--- src/pkg/ssr_pkg.sv ---
// Constants, command codes and reset values for the status reporting block.
// Assumes one clock domain and a host that issues one command per cycle at most.
//
// Notes on behaviour
// - Each group offers a live condition value from 0 to 32767 that tracks its inputs.
// - Each group's 16-bit enable mask is written by the host and read back unchanged.
// - An event bit set together with its mask bit sets status byte bit 3 or bit 7.
// - Reading an event register returns its latched bits and then clears all but those with a new edge that cycle.
// - A condition bit going from 1 to 0 sets its event bit when the fall filter selects it.
// - A condition bit going from 0 to 1 sets its event bit when the rise filter selects it.
// - Filters accept 0 to 65535 but drop the top bit, so they read back at most 32767.
// - Status preset puts masks to 0, rise filters to 32767 and fall filters to 0.
// - Status preset leaves events and the queue alone; clear-status empties both but keeps same-cycle edges and pushes.
// - Errors sit in a 30-entry first-in first-out queue and are read in arrival order.
// - An error read on an empty queue returns code +0 with the no-errors text.
// - Each error read returns a signed code together with its text identifier.

package ssr_pkg;

    // ****************************************************
    // Widths and group selection
    // ****************************************************
    localparam int          GRP_W       = 16;
    localparam int          TEXT_W      = 8;
    localparam int          ERR_DEPTH   = 30;
    localparam logic        GRP_OPER    = 1'b0;
    localparam logic        GRP_QUES    = 1'b1;

    // ****************************************************
    // Field masks and status byte positions
    // ****************************************************
    localparam logic [15:0] COND_MASK   = 16'h7fff;
    localparam logic [15:0] FILT_MASK   = 16'h7fff;
    localparam int          SB_QUES_BIT = 3;
    localparam int          SB_OPER_BIT = 7;

    // ****************************************************
    // Preset, reset and empty-queue answer values
    // ****************************************************
    localparam logic [15:0] PRESET_EN   = 16'h0000;
    localparam logic [15:0] PRESET_RISE = 16'h7fff;
    localparam logic [15:0] PRESET_FALL = 16'h0000;
    localparam logic [15:0] NO_ERR_CODE = 16'h0000;
    localparam logic [7:0]  NO_ERR_TEXT = 8'h00;

    // ****************************************************
    // Host command codes
    // ****************************************************
    typedef enum logic [3:0] {
        SSR_CMD_COND_RD  = 4'h0,
        SSR_CMD_EN_WR    = 4'h1,
        SSR_CMD_EN_RD    = 4'h2,
        SSR_CMD_EVT_RD   = 4'h3,
        SSR_CMD_FALL_WR  = 4'h4,
        SSR_CMD_FALL_RD  = 4'h5,
        SSR_CMD_RISE_WR  = 4'h6,
        SSR_CMD_RISE_RD  = 4'h7,
        SSR_CMD_PRESET   = 4'h8,
        SSR_CMD_CLS      = 4'h9,
        SSR_CMD_ERR_RD   = 4'ha
    } ssr_cmd_t;

endpackage

--- src/core/ssr_edge_detect.sv ---
// Transition detector for one status group.
// Assumes the condition vector is synchronous to the clock.
`timescale 1ns/10ps
`default_nettype none

module ssr_edge_detect #(
    parameter int W = 16
) (
    // Clock and reset
    input  wire logic         mclk_in,
    input  wire logic         rst_b_in,
    // Condition and filters
    input  wire logic [W-1:0] cond_in,
    input  wire logic [W-1:0] rise_sel_in,
    input  wire logic [W-1:0] fall_sel_in,
    // Event bits to set
    output logic      [W-1:0] set_out
);

    logic [W-1:0] prev_q;
    logic         armed_q;

    // Previous condition, armed after first sample
    always_ff @(posedge mclk_in or negedge rst_b_in) begin
        if (!rst_b_in) begin
            prev_q  <= '0;
            armed_q <= 1'b0;
        end else begin
            prev_q  <= cond_in;
            armed_q <= 1'b1;
        end
    end

    // Rising and falling edges through filters
    assign set_out = armed_q ? ((cond_in & ~prev_q & rise_sel_in)
                             | (~cond_in & prev_q & fall_sel_in))
                             : '0;

endmodule

`default_nettype wire

--- src/core/ssr_err_fifo.sv ---
// First-in first-out error queue holding a code and a text identifier.
// Assumes push when full is dropped; clear with push keeps the new entry.
`timescale 1ns/10ps
`default_nettype none

module ssr_err_fifo #(
    parameter int W     = 24,
    parameter int DEPTH = 30
) (
    // Clock and reset
    input  wire logic         mclk_in,
    input  wire logic         rst_b_in,
    // Fill and drain
    input  wire logic         push_in,
    input  wire logic [W-1:0] push_data_in,
    input  wire logic         pop_in,
    input  wire logic         clear_in,
    // Head and state
    output logic      [W-1:0] head_out,
    output logic              empty_out,
    output logic              full_out,
    output logic      [7:0]   count_out
);

    logic [W-1:0] mem [DEPTH];
    logic [7:0]   wr_q;
    logic [7:0]   rd_q;
    logic [7:0]   cnt_q;
    wire          do_push = push_in && !full_out;
    wire          do_pop  = pop_in && !empty_out && !clear_in;

    // Wrapping pointer step
    function automatic logic [7:0] step(input logic [7:0] p);
        step = (p == 8'(DEPTH - 1)) ? 8'h00 : p + 8'h01;
    endfunction

    assign empty_out = (cnt_q == 8'h00);
    assign full_out  = (cnt_q == 8'(DEPTH)) && !clear_in;
    assign head_out  = mem[rd_q[4:0]];
    assign count_out = cnt_q;

    // Entry storage
    always_ff @(posedge mclk_in) begin
        if (do_push) begin
            mem[clear_in ? 5'h00 : wr_q[4:0]] <= push_data_in;
        end
    end

    // Pointers and fill count
    always_ff @(posedge mclk_in or negedge rst_b_in) begin
        if (!rst_b_in) begin
            wr_q  <= 8'h00;
            rd_q  <= 8'h00;
            cnt_q <= 8'h00;
        end else if (clear_in) begin
            wr_q  <= do_push ? 8'h01 : 8'h00;
            rd_q  <= 8'h00;
            cnt_q <= do_push ? 8'h01 : 8'h00;
        end else begin
            wr_q  <= do_push ? step(wr_q) : wr_q;
            rd_q  <= do_pop ? step(rd_q) : rd_q;
            cnt_q <= cnt_q + (do_push ? 8'h01 : 8'h00) - (do_pop ? 8'h01 : 8'h00);
        end
    end

endmodule

`default_nettype wire

--- src/core/ssr_status_core.sv ---
// Status reporting core: operation and questionable groups, status byte
// summary bits and the error queue; groups and queue are set up and read by host commands.
// Assumes commands and condition inputs are synchronous to mclk_in and
// that the host issues at most one command per cycle.
`timescale 1ns/10ps
`default_nettype none

module ssr_status_core #(
    parameter int ERR_DEPTH = ssr_pkg::ERR_DEPTH,
    parameter int TEXT_W    = ssr_pkg::TEXT_W
) (
    // Clock and reset
    input  wire logic              mclk_in,
    input  wire logic              rst_b_in,
    // Monitored conditions
    input  wire logic [15:0]       oper_cond_in,
    input  wire logic [15:0]       ques_cond_in,
    // Error reports from the instrument
    input  wire logic              err_push_in,
    input  wire logic [15:0]       err_code_in,
    input  wire logic [TEXT_W-1:0] err_text_in,
    // Host command
    input  wire logic              cmd_valid_in,
    input  wire logic [3:0]        cmd_op_in,
    input  wire logic              cmd_grp_in,
    input  wire logic [15:0]       cmd_data_in,
    // Host response
    output logic                   rsp_valid_out,
    output logic      [15:0]       rsp_value_out,
    output logic      [TEXT_W-1:0] rsp_text_out,
    // Status byte and queue state
    output logic      [7:0]        status_byte_out,
    output logic      [7:0]        err_count_out
);

    // ****************************************************
    // Command decode
    // ****************************************************

    // True when the command targets the given group
    function automatic logic grp_hit(input logic v, input logic [3:0] op,
                                     input ssr_pkg::ssr_cmd_t want,
                                     input logic g, input logic target);
        grp_hit = v && (op == want) && (g == target);
    endfunction

    // True for commands that answer the host
    function automatic logic is_query(input logic [3:0] op);
        is_query = (op == ssr_pkg::SSR_CMD_COND_RD) || (op == ssr_pkg::SSR_CMD_EN_RD)
                || (op == ssr_pkg::SSR_CMD_EVT_RD)  || (op == ssr_pkg::SSR_CMD_FALL_RD)
                || (op == ssr_pkg::SSR_CMD_RISE_RD) || (op == ssr_pkg::SSR_CMD_ERR_RD);
    endfunction

    // Group-independent commands
    wire preset_w = cmd_valid_in && (cmd_op_in == ssr_pkg::SSR_CMD_PRESET);
    wire cls_w    = cmd_valid_in && (cmd_op_in == ssr_pkg::SSR_CMD_CLS);
    wire err_rd_w = cmd_valid_in && (cmd_op_in == ssr_pkg::SSR_CMD_ERR_RD);
    wire query_w  = cmd_valid_in && is_query(cmd_op_in);

    // ****************************************************
    // Per-group storage and event logic
    // ****************************************************

    logic [15:0] cond_w  [2];
    logic [15:0] en_q    [2];
    logic [15:0] rise_q  [2];
    logic [15:0] fall_q  [2];
    logic [15:0] ev_q    [2];
    logic [15:0] set_w   [2];
    logic        sum_w   [2];

    // Top bit of each condition can never be true
    assign cond_w[0] = oper_cond_in & ssr_pkg::COND_MASK;
    assign cond_w[1] = ques_cond_in & ssr_pkg::COND_MASK;

    for (genvar g = 0; g < 2; g++) begin : gen_grp
        localparam logic GID = 1'(g);

        wire en_wr   = grp_hit(cmd_valid_in, cmd_op_in, ssr_pkg::SSR_CMD_EN_WR,
                               cmd_grp_in, GID);
        wire rise_wr = grp_hit(cmd_valid_in, cmd_op_in, ssr_pkg::SSR_CMD_RISE_WR,
                               cmd_grp_in, GID);
        wire fall_wr = grp_hit(cmd_valid_in, cmd_op_in, ssr_pkg::SSR_CMD_FALL_WR,
                               cmd_grp_in, GID);
        wire ev_rd   = grp_hit(cmd_valid_in, cmd_op_in, ssr_pkg::SSR_CMD_EVT_RD,
                               cmd_grp_in, GID);
        wire ev_clr  = ev_rd || cls_w;

        // Edge detection through the two filters
        ssr_edge_detect #(
            .W (ssr_pkg::GRP_W)
        ) u_edge (
            .mclk_in     (mclk_in),
            .rst_b_in    (rst_b_in),
            .cond_in     (cond_w[g]),
            .rise_sel_in (rise_q[g]),
            .fall_sel_in (fall_q[g]),
            .set_out     (set_w[g])
        );

        // Enable mask: full width stored, preset to zero
        always_ff @(posedge mclk_in or negedge rst_b_in) begin
            if (!rst_b_in) begin
                en_q[g] <= ssr_pkg::PRESET_EN;
            end else if (preset_w) begin
                en_q[g] <= ssr_pkg::PRESET_EN;
            end else if (en_wr) begin
                en_q[g] <= cmd_data_in;
            end
        end

        // Transition filters: top bit never stored
        always_ff @(posedge mclk_in or negedge rst_b_in) begin
            if (!rst_b_in) begin
                rise_q[g] <= ssr_pkg::PRESET_RISE;
                fall_q[g] <= ssr_pkg::PRESET_FALL;
            end else if (preset_w) begin
                rise_q[g] <= ssr_pkg::PRESET_RISE;
                fall_q[g] <= ssr_pkg::PRESET_FALL;
            end else begin
                if (rise_wr) begin
                    rise_q[g] <= cmd_data_in & ssr_pkg::FILT_MASK;
                end
                if (fall_wr) begin
                    fall_q[g] <= cmd_data_in & ssr_pkg::FILT_MASK;
                end
            end
        end

        // Event latch: new edges win over a same-cycle clear
        always_ff @(posedge mclk_in or negedge rst_b_in) begin
            if (!rst_b_in) begin
                ev_q[g] <= 16'h0000;
            end else begin
                ev_q[g] <= (ev_clr ? 16'h0000 : ev_q[g]) | set_w[g];
            end
        end

        // Summary: any enabled latched event
        assign sum_w[g] = |(ev_q[g] & en_q[g]);
    end

    // ****************************************************
    // Error queue
    // ****************************************************

    logic [15+TEXT_W:0] err_head_w;
    logic               err_empty_w;

    // Queue pops on each read, empties on clear-status
    ssr_err_fifo #(
        .W     (16 + TEXT_W),
        .DEPTH (ERR_DEPTH)
    ) u_err (
        .mclk_in      (mclk_in),
        .rst_b_in     (rst_b_in),
        .push_in      (err_push_in),
        .push_data_in ({err_code_in, err_text_in}),
        .pop_in       (err_rd_w),
        .clear_in     (cls_w),
        .head_out     (err_head_w),
        .empty_out    (err_empty_w),
        .full_out     (),
        .count_out    (err_count_out)
    );

    // Error answer: empty queue gives the no-errors entry
    wire [15:0]       err_code_w = err_empty_w ? ssr_pkg::NO_ERR_CODE
                                               : err_head_w[15+TEXT_W:TEXT_W];
    wire [TEXT_W-1:0] err_text_w = err_empty_w ? TEXT_W'(ssr_pkg::NO_ERR_TEXT)
                                               : err_head_w[TEXT_W-1:0];

    // ****************************************************
    // Response selection
    // ****************************************************

    wire       gsel = cmd_grp_in;
    logic [15:0] sel_value_w;

    // Pick the value the current query returns; reads of
    // conditions and filters have no side effect
    always_comb begin
        sel_value_w = 16'h0000;
        case (cmd_op_in)
            ssr_pkg::SSR_CMD_COND_RD: sel_value_w = cond_w[gsel];
            ssr_pkg::SSR_CMD_EN_RD:   sel_value_w = en_q[gsel];
            ssr_pkg::SSR_CMD_EVT_RD:  sel_value_w = ev_q[gsel];
            ssr_pkg::SSR_CMD_FALL_RD: sel_value_w = fall_q[gsel];
            ssr_pkg::SSR_CMD_RISE_RD: sel_value_w = rise_q[gsel];
            ssr_pkg::SSR_CMD_ERR_RD:  sel_value_w = err_code_w;
            default:                  sel_value_w = 16'h0000;
        endcase
    end

    wire [TEXT_W-1:0] sel_text_w = err_rd_w ? err_text_w : '0;

    // ****************************************************
    // Registered outputs
    // ****************************************************

    logic              rsp_valid_q;
    logic [15:0]       rsp_value_q;
    logic [TEXT_W-1:0] rsp_text_q;
    logic [7:0]        status_byte_q;

    // Answer one cycle after the query
    always_ff @(posedge mclk_in or negedge rst_b_in) begin
        if (!rst_b_in) begin
            rsp_valid_q <= 1'b0;
            rsp_value_q <= 16'h0000;
            rsp_text_q  <= '0;
        end else begin
            rsp_valid_q <= query_w;
            if (query_w) begin
                rsp_value_q <= sel_value_w;
                rsp_text_q  <= sel_text_w;
            end
        end
    end

    // Status byte carries the two summary bits
    always_ff @(posedge mclk_in or negedge rst_b_in) begin
        if (!rst_b_in) begin
            status_byte_q <= 8'h00;
        end else begin
            status_byte_q                       <= 8'h00;
            status_byte_q[ssr_pkg::SB_QUES_BIT] <= sum_w[ssr_pkg::GRP_QUES];
            status_byte_q[ssr_pkg::SB_OPER_BIT] <= sum_w[ssr_pkg::GRP_OPER];
        end
    end

    assign rsp_valid_out   = rsp_valid_q;
    assign rsp_value_out   = rsp_value_q;
    assign rsp_text_out    = rsp_text_q;
    assign status_byte_out = status_byte_q;

endmodule

`default_nettype wire

--- config.mk ---
export PLATFORM = sky130hd
export DESIGN_NAME = ssr_status_core
export DESIGN_NICKNAME = d
export VERILOG_FILES = /design/src/pkg/ssr_pkg.sv /design/src/core/ssr_edge_detect.sv /design/src/core/ssr_err_fifo.sv /design/src/core/ssr_status_core.sv
export SDC_FILE = /design/constraint.sdc
export NUM_CORES = 1
export LEC_CHECK = 0
export ABC_AREA = 1
export BUFFER_PORTS_ARGS = -buffer_cell sky130_fd_sc_hd__buf_2
export CAP_MARGIN = 30
export CORE_ASPECT_RATIO = 0.6
export CORE_MARGIN = 1
export CORE_UTILIZATION = 45
export CTS_BUF_LIST = sky130_fd_sc_hd__clkbuf_8
export CTS_CLUSTER_SIZE = 28
export DETAILED_ROUTE_END_ITERATION = 8
export PLACE_DENSITY_LB_ADDON = 0.08
export SLEW_MARGIN = 15
export SYNTH_ARGS = -nofsm -noshare
export SYNTH_HDL_FRONTEND = slang
export SYNTH_SLANG_ARGS = --single-unit
export TNS_END_PERCENT = 100
--- constraint.sdc ---
create_clock -name mclk_in -period 6 [get_ports mclk_in]
set_clock_uncertainty 0.2 [all_clocks]
set_input_delay 0.6 -clock mclk_in [delete_from_list [all_inputs] [get_ports mclk_in]]
set_output_delay 0.6 -clock mclk_in [all_outputs]
set_load 0.1 [all_outputs]
# ---- Word level (Yosys, flattened, before mapping)
# Memory sizes are Yosys's and may differ from the RTL's.
# Cells that the tools add are included.
dict set report totals {
  reg_bits 210
  mem_bits_rw 720
  input_bits 81
  output_inout_bits 41
  word_cells 146
  n_memories 1
}
# memory words word_bits rd rd_clocked_by_memory_dff write_ports line_no
set memory_table {}
lappend memory_table {u_err.mem 30 24 1 0 1 ssr_err_fifo.sv:25} ;# logic [W-1:0] mem [DEPTH];
dict set report op_classes {
  n_addsub 4
  order_cmp 1
  eq_ne 13
  muxes 47
  n_bitwise 20
  reduce_logical 42
}
# cell count
set ops {}
lappend ops {{$mux W16} 31}
lappend ops {{$and A16 B16 Y16} 6}
lappend ops {{$pmux W16 S6} 1}
lappend ops {{$mux W8} 9}
lappend ops {{$not A15 Y16} 4}
lappend ops {{$or A16 B16 Y16} 4}
lappend ops {{$and A15 B16 Y16} 2}
lappend ops {{$and A16 B15 Y16} 2}
lappend ops {{$reduce_or A16 Y1} 2}
lappend ops {{$eq A8 B5 Y1 const B} 3}
lappend ops {{$logic_and A1 B1 Y1} 20}
lappend ops {{$add A8 B1 Y8 const B} 2}
lappend ops {{$eq A4 B3 Y1 const B} 4}
lappend ops {{$reduce_bool A2 Y1} 8}
lappend ops {{$mux W15} 1}
lappend ops {{$eq A4 B4 Y1 const B} 3}
lappend ops {{$add A8 B8 Y8} 1}
lappend ops {{$eq A4 B2 Y1 const B} 2}
lappend ops {{$logic_not A8 Y1} 1}
lappend ops {{$sub A8 B8 Y8} 1}
lappend ops {{$logic_or A1 B1 Y1} 7}
lappend ops {{$mux W5} 1}
lappend ops {{$eq A4 B1 Y1 const B} 1}
lappend ops {{$logic_not A4 Y1} 1}
lappend ops {{5 further kinds} 10}

# ---- Logic depth before layout (Yosys ltp)
# Gate-level depths: netlist of run 1.
dict set report logic_depth {
  depth_word 10
  ltp_mapped 20
  ltp_nobuf 19
}

# ---- Hierarchy
# From an unflattened synthesis of run 1, not the netlist that was laid out.
dict set report hier_totals {
  cells_unflattened 4401
  area_unflattened_um2 41603.7
}
# mod instances cells_per_inst area_each_um2 seq_area_each_um2
set modules_own_cells {}
lappend modules_own_cells {ssr_err_fifo 1 2989 31679.1 22221.3}
lappend modules_own_cells {ssr_status_core 1 1148 8097.8 3816.2}
lappend modules_own_cells {ssr_edge_detect 2 132 913.4 425.4}

# ---- Worst setup path before layout of run 1
# Ideal clock, no wire load.
dict set report synth_path {
  kind {register to register}
  start {register u_err.cnt_q[2], in the netlist u_err.count_out[2]}
  end {register u_err.cnt_q[6], in the netlist u_err.count_out[6]}
  setup_ns 0.124
  arrival_ns 3.417
  required_ns 5.676
  setup_slack_ns 2.259
  path_stages_with_launch 19
  n_path_buf 1
  period_less_slack_ns 3.741
  path_cell_list {dfrtp_1 > inv_1 > ha_1 > a41oi_2 > nand2_1 > inv_2 > buf_2 > ha_1 > inv_1 > ha_1 > fa_1 > nand3_1 > nand3_1 > nand2_1 > inv_1 > nor2_1 > o21bai_1 > o21ai_0 > a21oi_1}
}
dict set report synth_between {
  elab_chain_len 8
  word_cells_on_any_way 13
  cone_classes {add/sub (2); eq/ne (1); mux (3); reduce/logical (7)}
}
# element line_no
set synth_rtl {}
lappend synth_rtl {{from (decl)} ssr_err_fifo.sv:28} ;# logic [7:0] cnt_q;
lappend synth_rtl {{from (signal assigned)} ssr_err_fifo.sv:58} ;# cnt_q <= do_push ? 8'h01 : 8'h00;
lappend synth_rtl {{from (signal assigned)} ssr_err_fifo.sv:62} ;# cnt_q <= cnt_q + (do_push ? 8'h01 : 8'h00) - (do_pop ? 8'h01 : 8'h00);
lappend synth_rtl {{$eq A8 B5 Y1} ssr_err_fifo.sv:38} ;# assign full_out = (cnt_q == 8'(DEPTH)) && !clear_in;
lappend synth_rtl {{$logic_and A1 B1 Y1} ssr_err_fifo.sv:38}
lappend synth_rtl {{$logic_not A1 Y1} ssr_err_fifo.sv:29} ;# wire do_push = push_in && !full_out;
lappend synth_rtl {{$logic_and A1 B1 Y1} ssr_err_fifo.sv:29}
lappend synth_rtl {{$mux W1} ssr_err_fifo.sv:62}
lappend synth_rtl {{$add A8 B8 Y8} ssr_err_fifo.sv:62}
lappend synth_rtl {{$sub A8 B8 Y8 *} ssr_err_fifo.sv:62}
lappend synth_rtl {{$mux W8 *} ssr_err_fifo.sv:55} ;# end else if (clear_in) begin
# Mark *: on every way between the ends. The rest lies on a longest branch, timed or not.
# A chain may end at the register's enable or synchronous reset.

# ---- Worst setup path in the final report of run 1
dict set report layout_path {
  start {input port cmd_valid_in}
  end {memory u_err.mem[22][4], enable pin}
}
dict set report layout_between {
  elab_chain_len 7
  word_cells_on_any_way 8
  cone_classes {mux (3); reduce/logical (5)}
}
# element line_no
set layout_rtl {}
lappend layout_rtl {{from (decl)} ssr_status_core.sv:23} ;# input wire logic cmd_valid_in,
lappend layout_rtl {{$logic_and A1 B1 Y1 *} ssr_status_core.sv:56} ;# wire cls_w = cmd_valid_in && (cmd_op_in == ssr_pkg::SSR_CMD_CLS);
lappend layout_rtl {{$logic_not A1 Y1} ssr_err_fifo.sv:38}
lappend layout_rtl {{$logic_and A1 B1 Y1} ssr_err_fifo.sv:38}
lappend layout_rtl {{$logic_not A1 Y1} ssr_err_fifo.sv:29}
lappend layout_rtl {{$logic_and A1 B1 Y1} ssr_err_fifo.sv:29}
lappend layout_rtl {{$mux W1} ssr_err_fifo.sv:44} ;# if (do_push) begin
lappend layout_rtl {{$mux W1} ssr_err_fifo.sv:45} ;# mem[clear_in ? 5'h00 : wr_q[4:0]] <= push_data_in;
lappend layout_rtl {{to (decl)} ssr_err_fifo.sv:25}
# Marks and branches as above.

==> results of run 1 <==
through the flow:
step | cells | total power [mW] | util (%) | hold WS [ns]
2_1_floorplan | 4053 | 11.1 | - | 0.104
3_3_place_gp | 5178 | 12.7 | 47.9 | 0.281
6_report | 5486 | 17.4 | 51.6 | 0.0889
3_5_place_dp | 5187 | 12.7 | 48.1 | 0.281
5_1_grt | 5486 | 18.4 | 51.6 | 0.0627
4_1_cts | 5482 | 17.6 | 51.5 | 0.00704
final timing paths:
kind                                              start                          end  slack [ns]
setup / recovery                           cmd_valid_in   u_err.mem[22][4]$_DFFE_PP_        2.01
hold / removal                          err_code_in[11]  u_err.mem[15][19]$_DFFE_PP_        0.09
setup reg to reg           u_err.count_out[5]$_DFF_PN0_   u_err.mem[22][4]$_DFFE_PP_        2.12
hold reg to reg                  rise_q[16]$_DFFE_PN1P_       rise_q[16]$_DFFE_PN1P_        0.29
max in group asynchronous                      rst_b_in    u_err.rd_q[0]$_DFFE_PN0P_        4.20
min in group asynchronous                      rst_b_in          en_q[8]$_DFFE_PN0P_        0.22
critical path: stages:
cell and delay, ns:
dlygate4sd3_1 0.52, buf_2 0.16, nand2_2 0.12, nor2_2 0.54, a21oi_1 0.27, inv_1 0.21
nand3_1 0.59, nor2_4 0.89, buf_4 0.35
power groups by stage:
stage / clock (mW) / sequential, mW / combinational [mW]
after floorplan: 0 / 8.28 / 2.78
after global placement: 0 / 7.97 / 4.70
after detailed placement: 0 / 7.97 / 4.75
after CTS: 4.94 / 7.85 / 4.79
after global routing: 5.21 / 7.90 / 5.28
final: 4.81 / 7.85 / 4.78
timing repair:
item | 4_1_cts | 5_1_grt
buffers inserted | 0 | 0
gates resized for setup | 0 | 0
hold buffers | 50 | 0
hold endpoints to repair | 251 | 0
endpoints found under the setup margin | 0 | 0
state kept, by name, indices dropped and copies added, names as in the netlist, 16 cells and up:
name                   count
ev_q                      30
gen_grp.u_edge.prev_q     30
u_err.mem                720
rsp_value_out             16
fall_q                    30
rise_q                    30
en_q                      32
cells by family (layout without fill, tap and decap cells):
group | count (synthesis) | after routing | share of synthesized area [%]
AO/OA/AOI/OAI | 504 | 504 | 6.91
XOR/XNOR | 7 | 7 | 0.152
adder cells (fa/ha/maj) | 17 | 17 | 0.546
buffers and inverters | 689 | 959 | 6.93
flip-flops | 924 | 924 | 66.3
multiplexers | 1 | 1 | 0.0279
other | 2 | 9 | 0.0186
AND/OR/NAND/NOR | 1904 | 1904 | 19.1
cells in the final DEF (no fill, tap or decap), types with 8 or more instances in the layout:
cell type | netlist | final
nand2_1 | 1220 | 1220
edfxtp_1 | 720 | 720
inv_1 | 468 | 521
nand3_1 | 339 | 339
o21ai_0 | 267 | 267
nor2_1 | 297 | 262
dfrtp_1 | 174 | 169
clkbuf_8 | 0 | 153
buf_2 | 86 | 111
a21oi_1 | 92 | 92
buf_4 | 23 | 53
dlygate4sd3_1 | 0 | 50
o22ai_1 | 46 | 46
o211ai_1 | 46 | 46
o21ai_1 | 38 | 38
nor2_4 | 1 | 32
dfstp_2 | 30 | 30
nor3_1 | 21 | 21
clkinv_1 | 4 | 20
nand4_1 | 18 | 18
ha_1 | 16 | 16
clkinv_2 | 0 | 14
buf_12 | 0 | 14
inv_2 | 8 | 8
per-layer routing:
| layer | up-vias | global-route usage, % | part of all wire [%] |
|---|---|---|---|
| met2 | 997 | 34.8 | 40 |
| met1 | 13600 | 41.1 | 50 |
| met3 | 157 | 5.80 | 8.4 |
| li1 | 13700 | - | - |
| met4 | 2 | 7.42 | 1.8 |
| met5 | - | 0 | 0.011 |
final cells by class:
cell class | instances | area (µm²)
Timing Repair Buffer | 234 | 1870
Clock inverter | 92 | 387
Clock buffer | 153 | 2110
Fill cell | 8135 | 42700
Inverter | 480 | 1810
Multi-Input combinational cell | 2440 | 11100
Tap cell | 1161 | 1450
Antenna cell | 2 | 5.00
Sequential cell | 924 | 26800
==> qor.yml, run 1 <==
cts.path.max_buffers: 3
min_period_ns: 3.99
cts-root-buf: "clkbuf_8"
average_wire_per_cell_in_the_routed_design_um: 21.3
power.combinational.fraction_pct: 27.4
yosys.cell_count.top_type: "nand2_1"
synth.cells.most_frequent: "nand2_1, edfxtp_1, inv_1, nand3_1, nor2_1"
floorplan.initialDensity_pct: 45.8
place_ws_ns: 1.70
yosysWarnings: 0
floorplan.die_area_um2: 90900
ys_ff_latch: 924
yosysTopAreaCell: "edfxtp_1"
gpl.final_weighted_congestion: 0.869
drt-vias-per-instance: 5.19
totalWireLength_mm: 117
post_route_cells_drive_above_1_share_pct: 10.5
slew_headroom_pct: 33.6
power_density_nw_per_um2: 383
critPathMaxFanout: 16
grt_pass1_vias: 26300
hold_path_class: "in2reg"
synth_enable_flop_cells: 720
timing.critical_path.arrival_ns: 4.28
worst_pin_slew_ns: 0.995
rows: 84
yosysUniqueCellTypes: 47
clkLatencyLatePin_ns: 0.81
grt_residual_overflow: 0
cp_data_required_time_ns: 6.29
outcome: "finished, final reports clean"
cell_internal_pwr_mw: 11.1
route.detailed.drc: 0
drt_pre_antenna_iters: 6
grt_setup_unrepaired: "no"
startpoint_type: "input pin"
nNetsFinal: 4319
track_usage_pct: 25.9
clock_sink_count: 924
area_growth_pct: 12.7
postLayoutSetupSlackWorst_ns: 2.01
power.clock.fraction_pct: 27.6
clk_transition_reported_paths_ns: 0.07
core_area_um2: 88200
synthFlopType: "edfxtp_1"
die_height_um: 234
synth.area.top_cells: "edfxtp_1, nand2_1, dfrtp_1, inv_1, nand3_1"
postLayoutCellArea_um2: 45500
final_critical_path_share_of_the_clock_period_pct: 66.4
dr_total_vias: 28400
setup_viol: 0
netSwitchingFraction_pct: 36.5
leakage_power_summed_over_all_cells_nw: 19.0
p_seq_share_pct: 45.0
grt_start_max_net_pins: 144
setup-tns-final_ns: 0
dpl.hpwl_mm: 67.4
antenna_violations_before_repair: 4
hold_violations: 0
asyncSetResetFlopFracSynth_pct: 22.1
cells_after_synthesis: 4048
max_clock_freq_ghz: 0.251
synth.yosys.seq_area_share_pct: 66.3
vdd_ir_drop_max_mv: 0.416
tritoncts: "yes"
max_cap_violations: 0
postPlaceCellArea_um2: 42400
top_level_ports: 122
synth_area_per_cell_um2: 9.97
final-max-slew-violation-count: 0
criticalPathCategory: "in2reg"
cts_buffers: 141
critPathCaptureType: "flip-flop"
mappedNetlistArea_um2: 40300
cts_htree_levels: 4
io_buffers: 113
initialDrtViolationCount: 2861
first_pass_grt_wire_length_mm: 173
total_switching_power_mw: 6.36
timing.hold.worst_path_depth: 1
detail-route-antenna-nets: 0
r2r_cells: 10
die_w_um: 389
synth_top_area_share_pct: 53.6
Note: power is estimated with default switching activity, not from simulation.
==> inputs of run 2 (changes only) <==
Settings changed: ABC_AREA 1 to 0.
Clock period 6 ns to 3.71 ns, I/O delays scaled along.
==> qor.yml, run 2 <==
fin_cells: 3715
cp_data_required_time_ns: 4.22
postLayoutSetupSlackWorst_ns: 0.434
cp.buffers_inverters: 3
critical-path-slowest-cell: "fa_1"
setup_viol: 0
hold_violations: 0
holdCritStartpoint: "ques_cond_in[13]"
holdBufCountCts: 93
post_route_cells_drive_above_1_share_pct: 25.5
synth.cells.most_frequent: "edfxtp_1, dfrtp_1, nand2_1, mux4_2, mux2i_1"
met3_wirelength_mm: 8.80
floorplan.die_area_um2: 84800
hold_path_class: "in2reg"
totalWireLength_mm: 103
yosys.cell_count.top_type: "edfxtp_1"
die_w_um: 375
yosysWarnings: 0
final_cell_mix: "edfxtp_1, dfrtp_1, nand2_1, clkbuf_8, mux4_2"
wl_met2_mm: 44.2
synth.area.top_cells: "edfxtp_1, dfrtp_1, mux4_2, mux2i_1, mux2_2"
critical_path_cell_by_cell: "inv_1 > ha_1 > nand2b_1 > o311ai_2 > inv_1 > ha_1 > inv_1 > ha_1 > fa_1 > a21oi_1 > o21bai_1 > a21o_1 > a21oi_1 > mux2i_1"
asyncSetResetFlopFracSynth_pct: 22.1
ff_latch_area_um2: 26800
die_height_um: 226
vdd_ir_drop_max_mv: 0.339
placed_instance_count: 3391
leakage_power_summed_over_all_cells_nw: 15.5
drt-vias-per-instance: 5.96
synthFlopType: "edfxtp_1"
gpl.final_weighted_congestion: 0.878
yosysTopAreaCell: "edfxtp_1"
clkLatencyLatePin_ns: 0.82
cts.path.max_buffers: 3
slew_headroom_pct: 37.5
critPathMaxFanout: 3
cts_htree_levels: 4
grt_residual_overflow: 0
dr_total_vias: 22100
clk_transition_reported_paths_ns: 0.07
core_area_um2: 82100
drt_pre_antenna_iters: 7
grt_start_max_net_pins: 74
route.detailed.drc: 0
area_growth_pct: 16.0
cts.repair_timing.setup_buffer_count: 0
layout_commonest_cell: "edfxtp_1"
outcome: "finished, final reports clean"
cts-root-buf: "clkbuf_8"
final-max-slew-violation-count: 0
tritoncts: "yes"
multi_input_comb_area_um2: 10400
grt_pass1_vias: 22400
cts_resized: 0
antenna_violations_before_repair: 1
yosysUniqueCellTypes: 63
top_level_ports: 122
worst_pin_slew_ns: 0.937
detail-route-antenna-nets: 0
synth_top_area_share_pct: 57.4
min_period_ns: 3.28
setup-tns-final_ns: 0
cells_after_synthesis: 2231
synth.yosys.seq_area_share_pct: 71.1
synth_area_per_cell_um2: 16.9
first_pass_grt_wire_length_mm: 152
dpl.hpwl_mm: 62.3
worstReg2RegStart: "u_err.count_out[6]$_DFF_PN0_"
criticalPathCategory: "reg2reg"
synth_enable_flop_cells: 720
place_ws_ns: 0.397
critPathCaptureType: "flip-flop"
detail_route.wirelength.met1_mm: 48.4
io_buffers: 113
layout.filler_cells: 6603
max_cap_violations: 0
cts_buffers: 138
timing.critical_path.arrival_ns: 3.79
maximum_cell_stage_delay_along_the_critical_path_ns: 0.43
clock_sink_count: 924
average_wire_per_cell_in_the_routed_design_um: 27.8
mappedNetlistArea_um2: 37600
max_clock_freq_ghz: 0.305
track_usage_pct: 25.0
power_density_nw_per_um2: 592
rows: 81
cp-startpoint: "u_err.count_out[6]$_DFF_PN0_"
dr.max_layer_used: "met4"
crit_family: "adder cells"
initialDrtViolationCount: 2254
grt_setup_unrepaired: "no"
startpoint_type: "flip-flop"
nNetsFinal: 2644
final_critical_path_share_of_the_clock_period_pct: 88.3
largest_reg_flops: 720
floorplan.initialDensity_pct: 45.8
ys_ff_latch: 924
[run 2: changes by cell type after synthesis, moves of 138 or more]
cell,delta
inv_1,-450
mux4_2,+138
nand2_1,-1070
nand3_1,-281
nor2_1,-198
o21ai_0,-189
[run 2: final cells by class]
type / count / area share (%)
Antenna cell: 2 / 0.0115
Inverter: 19 / 0.163
Tap cell: 1079 / 3.09
Sequential cell: 924 / 61.4
Clock inverter: 78 / 0.717
Clock buffer: 150 / 4.73
Multi-Input combinational cell: 1155 / 23.9
Timing Repair Buffer: 308 / 6.00
[run 2: layer usage]
metal  up-vias  global-route usage (%)
met3       141                    5.92
met1     11600                    38.4
li1       9497                       -
met4         0                    7.39
met2       921                    35.2
met5         -                       0
[run 2: final timing paths]
kind	cells after the start	to	slack, ns
hold reg to reg	2	rise_q[24]$_DFFE_PN1P_	0.29
setup reg to reg	14	u_err.count_out[6]$_DFF_PN0_	0.43
hold / removal	2	gen_grp[1].u_edge.prev_q[13]$_DFF_PN0_	0.08
min in group asynchronous	3	ev_q[16]$_DFF_PN0_	0.47
setup / recovery	14	u_err.count_out[6]$_DFF_PN0_	0.43
max in group asynchronous	4	rise_q[23]$_DFFE_PN1P_	2.10
[run 2: report_power, final]
| part | internal, mW | switching (mW) | total, mW |
|---|---|---|---|
| registers | 12.1 | 0.660 | 12.8 |
| logic | 2.16 | 3.45 | 5.61 |
| clock network | 3.67 | 3.81 | 7.48 |
| total | 17.9 | 7.92 | 25.9 |
[run 2: stage by stage]
stage                     total power [mW]  hold WS [ns]  utilization, %  instance area (µm²)
after floorplan                       16.6        -0.125               -                37700
after CTS                             26.1       0.00299            53.1                43600
after global placement                18.4         0.254            49.0                40200
final                                 25.9        0.0768            53.2                43700
after detailed placement              18.5         0.266            49.1                40300
after global routing                  27.0        0.0703            53.2                43600
[run 2: logic make-up after synthesis]
group / after synthesis / synth area share [%]
flip-flops: 924 / 71.1
AND/OR/NAND/NOR: 414 / 5.23
AO/OA/AOI/OAI: 375 / 7.08
multiplexers: 336 / 13.8
buffers and inverters: 157 / 2.07
adder cells (fa/ha/maj): 17 / 0.585
XOR/XNOR: 6 / 0.140
other: 2 / 0.0200
